[src/common/pm_ctrl_pkg.sv]
package pm_ctrl_pkg;
  // Register byte offsets
  localparam logic [7:0] OFS_PMCAP = 8'h00;
  localparam logic [7:0] OFS_PMCSR = 8'h04;
  localparam logic [7:0] OFS_CMD = 8'h08;
  localparam logic [7:0] OFS_DEVCTL = 8'h0c;
  localparam logic [7:0] OFS_WAKESRC = 8'h10;
  localparam logic [7:0] OFS_PMCTL = 8'h14;
  localparam logic [7:0] OFS_IDLE = 8'h18;
  localparam logic [7:0] OFS_STATUS = 8'h1c;

  // Field positions
  localparam int CAP_AUXCUR_LSB = 22;
  localparam int CAP_PMESUP_LSB = 27;
  localparam int CSR_NSR = 3;
  localparam int CSR_PME_EN = 8;
  localparam int CSR_PME_ST = 15;
  localparam int CMD_IO = 0;
  localparam int CMD_MEM = 1;
  localparam int CMD_BME = 2;
  localparam int DC_ERR_EN = 0;
  localparam int DC_AUX_PM = 10;
  localparam int DC_FLR = 15;
  localparam int PC_ASPM_EN = 0;
  localparam int PC_ASPM_L1 = 1;
  localparam int PC_PIN_ALT = 2;

  // Power state field codes
  localparam logic [1:0] PS_D0 = 2'h0;
  localparam logic [1:0] PS_D3 = 2'h3;

  // Capability values
  localparam logic [4:0] PME_SUP_AUX = 5'h19;
  localparam logic [4:0] PME_SUP_MAIN = 5'h09;
  localparam logic [2:0] AUX_CUR_ON = 3'h1;
  localparam logic [2:0] AUX_CUR_OFF = 3'h0;
  localparam logic [15:0] IDLE_RST = 16'h0100;

  // Received TLP kinds
  localparam logic [2:0] TLP_CFG = 3'h0;
  localparam logic [2:0] TLP_MSG = 3'h1;
  localparam logic [2:0] TLP_MEM = 3'h2;
  localparam logic [2:0] TLP_IO = 3'h3;
  localparam logic [2:0] TLP_CPL = 3'h4;

  // Function power states, Gray along D0u-D0a-D3hot-D3cold
  typedef enum logic [1:0] {
    D0U = 2'b00,
    D0A = 2'b01,
    D3HOT = 2'b11,
    D3COLD = 2'b10
  } dstate_type;
endpackage : pm_ctrl_pkg

[src/core/pcie_function_power_state_ctrl.sv]
// Decided for this implementation: the APB register port and the address map.
`timescale 1ns/10ps
// What this block does
// - Only D0u, D0a, D3hot and D3cold exist; D1 and D2 are absent.
// - PME messages go out in every state but D0u and D3cold.
// - Wake pin and beacon work in every state but D0u.
// - PME support and aux current read back follow the aux detect level.
// - Data scale and data select fields always read zero.
// - PME context survives D3cold while aux power is present.
// - Alternate pin use forces the internal aux detect low.
// - Leaving conventional reset puts the function in D0u.
// - A finished function level reset puts the function in D0u.
// - Any space or master enable moves D0u to D0a; D0a then stays.
// - With no soft reset set, D3hot to D0 lands in D0a.
// - Link reaching L2/L3 ready resets the function always.
// - In D3hot only PME requests and completions may be sent.
// - In D3hot only config and message requests are accepted.
// - Unsupported request received in D3hot wakes link and sends error message.
// - Loss of main power gives D3cold; cold reset returns D0u.
// - After link wakes, a PME message names the wake source.
// - ASPM counts link idle in L0 and asks for L0s or L1.
// - Any non-D0 state asks for link L1.
// - D3hot to D0 write with no soft reset clear soft-resets the function.
// - Aux power with PERST asserted gives D3cold; release leaves it.
module pcie_function_power_state_ctrl
  import pm_ctrl_pkg::*;
#(
  parameter int WAKE_W = 4,
  parameter logic [15:0] IDLE_LIMIT_RST = IDLE_RST
) (
  input wire logic clk,
  input wire logic rst,
  input wire logic psel,
  input wire logic penable,
  input wire logic pwrite,
  input wire logic [7:0] paddr,
  input wire logic [31:0] pwdata,
  output logic pready,
  output logic [31:0] prdata,
  output logic pslverr,
  input wire logic aux_power_detect_pin,
  input wire logic perst_n,
  input wire logic main_power_good,
  input wire logic link_l2l3_ready,
  input wire logic link_up,
  input wire logic link_idle,
  input wire logic [WAKE_W-1:0] wake_event,
  input wire logic rx_tlp_valid,
  input wire logic [2:0] rx_tlp_kind,
  input wire logic tx_req_is_pme,
  input wire logic tx_req_is_cpl,
  output logic tx_req_allow,
  output logic rx_accept,
  output logic rx_unsupported,
  output logic rx_unexpected_cpl,
  output logic err_msg_req,
  output logic link_l0_req,
  output logic link_l0s_req,
  output logic link_l1_req,
  output logic pme_msg_req,
  output logic [WAKE_W-1:0] pme_msg_src,
  output logic wake_n_o,
  output logic wake_n_oe,
  output logic beacon_req,
  output logic func_reset,
  output logic [1:0] dstate
);

  //////////////////////////////////////////////////////////////////////////////
  // State and register storage
  dstate_type state;
  dstate_type next_state;
  logic io_en, mem_en, bme;
  logic no_soft_reset, pme_en, pme_status, aux_pm_en;
  logic [WAKE_W-1:0] wakeup_source_reg;
  logic err_en, aspm_en, aspm_l1, pin_alt;
  logic [15:0] idle_limit, idle_cnt;
  logic pme_sent, l2l3_q;

  // Write-one-to-clear helper
  function automatic logic w1c(input logic cur, input logic wr, input logic bitv);
    w1c = cur & ~(wr & bitv);
  endfunction : w1c

  //////////////////////////////////////////////////////////////////////////////
  // Bus decode
  wire wr_acc = psel & penable & pwrite;
  wire setup = psel & ~penable;
  wire hit_cap = paddr == OFS_PMCAP;
  wire hit_csr = paddr == OFS_PMCSR;
  wire hit_cmd = paddr == OFS_CMD;
  wire hit_dc = paddr == OFS_DEVCTL;
  wire hit_wk = paddr == OFS_WAKESRC;
  wire hit_pc = paddr == OFS_PMCTL;
  wire hit_idl = paddr == OFS_IDLE;
  wire hit_st = paddr == OFS_STATUS;
  wire mapped = hit_cap | hit_csr | hit_cmd | hit_dc | hit_wk | hit_pc | hit_idl | hit_st;
  wire wr_csr = wr_acc & hit_csr;
  wire wr_wk = wr_acc & hit_wk;
  wire [1:0] ps_val = pwdata[1:0];

  //////////////////////////////////////////////////////////////////////////////
  // Power sequencing conditions
  wire aux_det = aux_power_detect_pin & ~pin_alt;
  wire cold_cond = ~main_power_good | (aux_det & ~perst_n);
  wire cold_exit = (state == D3COLD) & ~cold_cond;
  wire l2l3_rise = link_l2l3_ready & ~l2l3_q;
  wire flr_go = wr_acc & hit_dc & pwdata[DC_FLR];
  wire in_d0 = (state == D0U) | (state == D0A);
  wire go_d3 = wr_csr & (ps_val == PS_D3) & in_d0;
  wire go_d0 = wr_csr & (ps_val == PS_D0) & (state == D3HOT);
  wire pm_soft = go_d0 & ~no_soft_reset;
  wire any_en = io_en | mem_en | bme;
  wire func_rst_now = pm_soft | flr_go | l2l3_rise | cold_exit;
  wire ctx_clr = cold_exit & ~aux_det;
  wire pme_pend = pme_status & pme_en;
  wire pme_ok = (state == D0A) | (state == D3HOT);
  wire pme_fire = pme_pend & pme_ok & link_up & ~pme_sent;
  wire aspm_hit = aspm_en & (state == D0A) & link_idle & (idle_cnt == idle_limit);

  // Next function power state; 01b and 10b writes are ignored
  always_comb begin
    next_state = state;
    case (state)
      D0U: begin
        if (go_d3) next_state = D3HOT;
        else if (any_en) next_state = D0A;
      end
      D0A: begin
        if (go_d3) next_state = D3HOT;
      end
      D3HOT: begin
        if (go_d0) next_state = no_soft_reset ? D0A : D0U;
      end
      D3COLD: begin
        next_state = D0U;
      end
      default: next_state = D0U;
    endcase
    if (flr_go || l2l3_rise) next_state = D0U;
    if (cold_cond) next_state = D3COLD;
  end

  // State register
  always_ff @(posedge clk or posedge rst) begin
    if (rst) state <= D0U;
    else state <= next_state;
  end

  //////////////////////////////////////////////////////////////////////////////
  // Function context, cleared by any function reset except no_soft_reset
  always_ff @(posedge clk or posedge rst) begin
    if (rst) begin
      io_en <= 1'b0;
      mem_en <= 1'b0;
      bme <= 1'b0;
      err_en <= 1'b0;
      no_soft_reset <= 1'b0;
    end else if (func_rst_now) begin
      io_en <= 1'b0;
      mem_en <= 1'b0;
      bme <= 1'b0;
      err_en <= 1'b0;
    end else begin
      if (wr_acc && hit_cmd) begin
        io_en <= pwdata[CMD_IO];
        mem_en <= pwdata[CMD_MEM];
        bme <= pwdata[CMD_BME];
      end
      if (wr_acc && hit_dc) err_en <= pwdata[DC_ERR_EN];
      if (wr_csr) no_soft_reset <= pwdata[CSR_NSR];
    end
  end

  // PME context; survives function resets and D3cold on aux power
  always_ff @(posedge clk or posedge rst) begin
    if (rst) begin
      pme_en <= 1'b0;
      aux_pm_en <= 1'b0;
    end else if (ctx_clr) begin
      pme_en <= 1'b0;
      aux_pm_en <= 1'b0;
    end else begin
      if (wr_csr) pme_en <= pwdata[CSR_PME_EN];
      if (wr_acc && hit_dc) aux_pm_en <= pwdata[DC_AUX_PM];
    end
  end

  // Sticky PME status and wake source; a new event beats the clear
  always_ff @(posedge clk or posedge rst) begin
    if (rst) begin
      pme_status <= 1'b0;
      wakeup_source_reg <= '0;
    end else if (ctx_clr) begin
      pme_status <= 1'b0;
      wakeup_source_reg <= '0;
    end else begin
      pme_status <= w1c(pme_status, wr_csr, pwdata[CSR_PME_ST]) | (|wake_event);
      wakeup_source_reg <= (wakeup_source_reg & ~({WAKE_W{wr_wk}} & pwdata[WAKE_W-1:0])) | wake_event;
    end
  end

  // Block control and idle limit
  always_ff @(posedge clk or posedge rst) begin
    if (rst) begin
      aspm_en <= 1'b0;
      aspm_l1 <= 1'b0;
      pin_alt <= 1'b0;
      idle_limit <= IDLE_LIMIT_RST;
    end else begin
      if (wr_acc && hit_pc) begin
        aspm_en <= pwdata[PC_ASPM_EN];
        aspm_l1 <= pwdata[PC_ASPM_L1];
        pin_alt <= pwdata[PC_PIN_ALT];
      end
      if (wr_acc && hit_idl) idle_limit <= pwdata[15:0];
    end
  end

  //////////////////////////////////////////////////////////////////////////////
  // Link idle counter for ASPM
  always_ff @(posedge clk or posedge rst) begin
    if (rst) idle_cnt <= '0;
    else if (!(link_idle && aspm_en && state == D0A)) idle_cnt <= '0;
    else if (idle_cnt != idle_limit) idle_cnt <= idle_cnt + 16'h0001;
  end

  // Link requests, PME message and reset pulses
  always_ff @(posedge clk or posedge rst) begin
    if (rst) begin
      l2l3_q <= 1'b0;
      pme_sent <= 1'b0;
      pme_msg_req <= 1'b0;
      pme_msg_src <= '0;
      err_msg_req <= 1'b0;
      link_l0_req <= 1'b0;
      link_l0s_req <= 1'b0;
      link_l1_req <= 1'b0;
      func_reset <= 1'b0;
    end else begin
      l2l3_q <= link_l2l3_ready;
      pme_sent <= pme_pend & (pme_sent | pme_fire);
      pme_msg_req <= pme_fire;
      if (pme_fire) pme_msg_src <= wakeup_source_reg;
      err_msg_req <= rx_unsupported & err_en;
      link_l0_req <= (rx_unsupported & err_en) | (pme_pend & pme_ok & ~link_up);
      link_l0s_req <= aspm_hit & ~aspm_l1;
      link_l1_req <= ~in_d0 | (aspm_hit & aspm_l1);
      func_reset <= func_rst_now;
    end
  end

  //////////////////////////////////////////////////////////////////////////////
  // TLP gating
  wire d3h = state == D3HOT;
  wire rx_cfg_msg = (rx_tlp_kind == TLP_CFG) | (rx_tlp_kind == TLP_MSG);
  assign rx_accept = rx_tlp_valid & (~d3h | rx_cfg_msg);
  assign rx_unsupported = rx_tlp_valid & d3h & ~rx_cfg_msg & (rx_tlp_kind != TLP_CPL);
  assign rx_unexpected_cpl = rx_tlp_valid & d3h & (rx_tlp_kind == TLP_CPL);
  assign tx_req_allow = ~d3h | tx_req_is_pme | tx_req_is_cpl;

  // Wake pin is open drain, pulled low while a wake is pending outside D0u
  assign wake_n_o = 1'b0;
  assign wake_n_oe = pme_pend & (state != D0U);
  assign beacon_req = wake_n_oe & ~link_up;
  assign dstate = state;

  //////////////////////////////////////////////////////////////////////////////
  // Read data, captured in the setup phase
  wire [1:0] ps_rd = in_d0 ? PS_D0 : PS_D3;
  wire [31:0] cap_rd = {aux_det ? PME_SUP_AUX : PME_SUP_MAIN, 2'b00,
                        aux_det ? AUX_CUR_ON : AUX_CUR_OFF, 22'h000000};
  wire [31:0] csr_rd = {16'h0000, pme_status, 6'h00, pme_en, 4'h0,
                        no_soft_reset, 1'b0, ps_rd};
  wire [31:0] rd_val =
    hit_cap ? cap_rd :
    hit_csr ? csr_rd :
    hit_cmd ? {29'h0, bme, mem_en, io_en} :
    hit_dc ? {21'h0, aux_pm_en, 9'h0, err_en} :
    hit_wk ? {{(32-WAKE_W){1'b0}}, wakeup_source_reg} :
    hit_pc ? {29'h0, pin_alt, aspm_l1, aspm_en} :
    hit_idl ? {16'h0000, idle_limit} :
    hit_st ? {27'h0, link_l0s_req, link_l1_req, aux_det, state} :
    32'h00000000;

  assign pready = 1'b1;

  // Read data and error flag register
  always_ff @(posedge clk or posedge rst) begin
    if (rst) begin
      prdata <= '0;
      pslverr <= 1'b0;
    end else if (setup) begin
      prdata <= pwrite ? 32'h00000000 : rd_val;
      pslverr <= ~mapped;
    end
  end
endmodule : pcie_function_power_state_ctrl

[config.mk]
export PLATFORM = sky130hd
export DESIGN_NAME = pcie_function_power_state_ctrl
export DESIGN_NICKNAME = d
export VERILOG_FILES = /design/src/common/pm_ctrl_pkg.sv /design/src/core/pcie_function_power_state_ctrl.sv
export SDC_FILE = /design/constraint.sdc
export NUM_CORES = 1
export LEC_CHECK = 0
export BUFFER_PORTS_ARGS = -buffer_cell sky130_fd_sc_hd__clkbuf_2
export CORE_MARGIN = 5
export CORE_UTILIZATION = 49
export CTS_BUF_LIST = sky130_fd_sc_hd__clkbuf_4
export DETAILED_ROUTE_END_ITERATION = 16
export GPL_ROUTABILITY_DRIVEN = 0
export PLACE_DENSITY = 0.9
export SETUP_SLACK_MARGIN = 0.15
export SLEW_MARGIN = 0
export SYNTH_ARGS = -nofsm -noshare
export SYNTH_HDL_FRONTEND = slang
export SYNTH_SLANG_ARGS = --single-unit
[constraint.sdc]
create_clock -name clk -period 2.7 [get_ports clk]
set_input_delay 0.54 -clock clk [delete_from_list [all_inputs] [get_ports clk]]
set_output_delay 0.54 -clock clk [all_outputs]
set_load 0.01 [all_outputs]
==> flow_summary.yaml <==
outcome:
  status: "finished clean"
power:
  pwr-share-seq: 0.552
  power_mw: 2.262
  p_per_area_nw_per_um2: 466.3
  p_sw_mw: 0.6486
  p_sw_frac: 0.2868
  combPwrFrac: 0.123
  p_int_mw: 1.613
  power.share.clock: 0.326
  ir_worst_vdd_mv: 0.2820
  p_leak_nw: 2.269
synthesis:
  yosys.area_share.simple: 0.1972
  synth_seq_area_share: 0.4706
  synth_cell_types: 57
  ys_warn_count: 0
  synthAdderAreaFrac: 0.002939
  synth_xor_xnor_area_share: 0.03498
  synth-compound-area-share: 0.1320
  netlist_top_cells_area: "dfrtp_1 46%, mux2_2 4.0%, nand2_1 3.6%, mux2_4 3.5%, xnor2_1 3.5%"
  synth_most_common_cell: "dfrtp_1"
  synth_edf_count: 0
  avgSynthCellArea_um2: 10.23
  ys.flop_type: "dfrtp_1"
  yosys-top-cells-count: "79 x dfrtp_1, 41 x nand2_1, 29 x nor2_1"
  synth-seq-cells: 80
  post-synth-top-area-cell: "dfrtp_1"
  ys_async_sr_fraction: 1.000
  synth_top_area_frac: 0.4644
  synthMuxAreaShare: 0.09671
  netlist_instances: 416
  synth_top_family_by_area: "simple AND/OR/NAND/NOR gates"
  syn_area_um2: 4257
clock_network:
  cts_hold_buf: 0
  cts_max_path_buffers: 2
  ctsResizeCount: 0
  cts.sinks: 80
  root_buffer: "clkbuf_4"
  cts_tree: "done"
  cts_max_level: 3
  numCtsBuffers: 9
  clock_latency_ps: 440
  post-cts-setup-buffers: 0
  clk_pin_slew_ps: 140
die:
  die_w_um: 103.2
  num_rows: 34
  core_um2: 8593
  die_h_um: 103.2
  pin_count: 114
  initial_core_util: 0.4953
  die_area_um2: 10650
sta:
  timing.final.crit_share: 0.8524
  fin_skew_ps: 21.05
  fmax_mhz: 434.5
  worst_slew_pin_slew_ps: 843.6
  fin_ws_ps: 398.4
  rsz0062_at_grt: "no"
  hold_violations: 0
  setup_viol: 0
  holdWs_ps: 66.20
  slew_violations: 0
  fin_setup_tns_ps: 0
  fin_crit_ps: 2302
  max-slew-margin-rel: 0.4324
grt:
  grt_max_degree: 63
  antenna_found_initial: 0
  grt_usage: 0.2061
  grt_pass1_wl_um: 16970
  first_global_vias: 3406
  grt_overflow: 0
finish:
  largest_reg_flops: 18
  area_growth_pct: 13.96
  diodes: 0
  top_register: "prdata"
  reg_top3: "prdata: 18 flops, idle_cnt: 16 flops, idle_limit: 16 flops"
  final_nets: 556
  drive_gt1_frac: 0.2946
drt:
  drtIter0Drc: 330
  drcViolationCount: 0
  viasPerCell: 5.863
  ant_nets: 0
  drtPass1Iterations: 5
  wl_per_cell_um: 17.54
  drt_wl_total_um: 10640
  via_count: 3559
worst_setup_path:
  arrival_ps: 1760
  critPathKind: "reg2out"
  cp.required_ps: 2160
  endpoint_kind: "primary output"
  critPathMaxFanout: 15
  start_kind: "flop"
min_path:
  hold_class: "in2async"
place:
  dpl_worst_slack_ps: 185.2
  hpwlAfterDp_um: 8076
  port_buffers: 83
run:
  maxCapViolCount: 0
==> through the flow <==
stage               std cells  utilization  instance area [um2]
CTS                       607       0.5645                 4851
global route              607       0.5645                 4851
global placement          591       0.5476                 4706
floorplan                 428            -                 4305
finish                    607       0.5645                 4851
detailed placement        591       0.5476                 4706
==> cell families after synthesis <==
| kind of cell | count (synthesis) |
|---|---|
| flip-flops | 80 |
| other | 2 |
| XOR/XNOR | 17 |
| AO/OA/AOI/OAI | 83 |
| multiplexers | 33 |
| buffers and inverters | 47 |
| adder cells (fa/ha/maj) | 1 |
| AND/OR/NAND/NOR | 153 |
==> worst paths after layout <==
kind	slack [ps]	to	start	cells past startpoint
max in group asynchronous	1950	idle_limit[8]$_DFFE_PP1P_	rst	3
min reg2reg	490	prdata[1]$_DFFE_PP0P_	prdata[1]$_DFFE_PP0P_	2
min	70	prdata[4]$_DFFE_PP0P_	rst	2
max reg2reg	610	idle_cnt[6]$_DFFE_PP0P_	dstate[0]$_DFFE_PP0P_	3
min in group clk	250	l2l3_q$_DFF_PP0_	link_l2l3_ready	1
max	400	rx_unexpected_cpl	dstate[0]$_DFFE_PP0P_	3
==> cell usage in the layout, fill, tap and decap left out, types with 6 or more instances in the layout <==
cell type	Yosys	final
dfrtp_1	79	79
conb_1	2	14
buf_4	16	9
nand2_1	41	41
nand3_1	10	10
nor4_1	8	8
nor3_1	9	9
mux2i_1	7	7
a21oi_1	20	20
a22o_1	9	9
clkbuf_4	0	9
nor2_1	29	29
o21ai_0	16	16
mux2_2	15	15
or4_1	11	11
clkbuf_2	0	83
o31ai_1	7	7
nand4_1	10	10
mux2_4	10	10
o21a_1	6	6
inv_1	9	8
xnor2_1	17	17
==> layout make-up <==
| class | instances | area (um2) |
|---|---|---|
| Fill cell | 713 | 3742 |
| Multi-Input combinational cell | 301 | 2027 |
| Sequential cell | 80 | 2003 |
| Timing Repair Buffer | 93 | 503.0 |
| Tap cell | 108 | 135.1 |
| Clock inverter | 7 | 77.57 |
| Clock buffer | 9 | 67.56 |
| Inverter | 9 | 37.54 |
==> power by group through the flow <==
stage          clock network (mW)  registers, mW  logic, mW
2_1_floorplan                   0           1.26      0.185
3_3_place_gp                    0           1.27      0.264
3_5_place_dp                    0           1.27      0.273
4_1_cts                     0.748           1.25      0.276
5_1_grt                     0.813           1.25      0.306
6_report                    0.736           1.25      0.278
==> critical path, cell delays in order (launching register included) <==
cell and delay, ps:
dfrtp_1 670, nand3_1 160, nor4b_1 310, clkbuf_2 190
==> routing by layer <==
layer | track usage | vias to the layer above | wire [um]
met2 | 0.3276 | 166 | 5254
met1 | 0.2743 | 1722 | 4187
met3 | 0.04896 | 24 | 964
li1 | - | 1647 | -
met4 | 0.07968 | 0 | 237
met5 | 0 | - | 0
No activity file was read; power rests on OpenSTA's default activity.
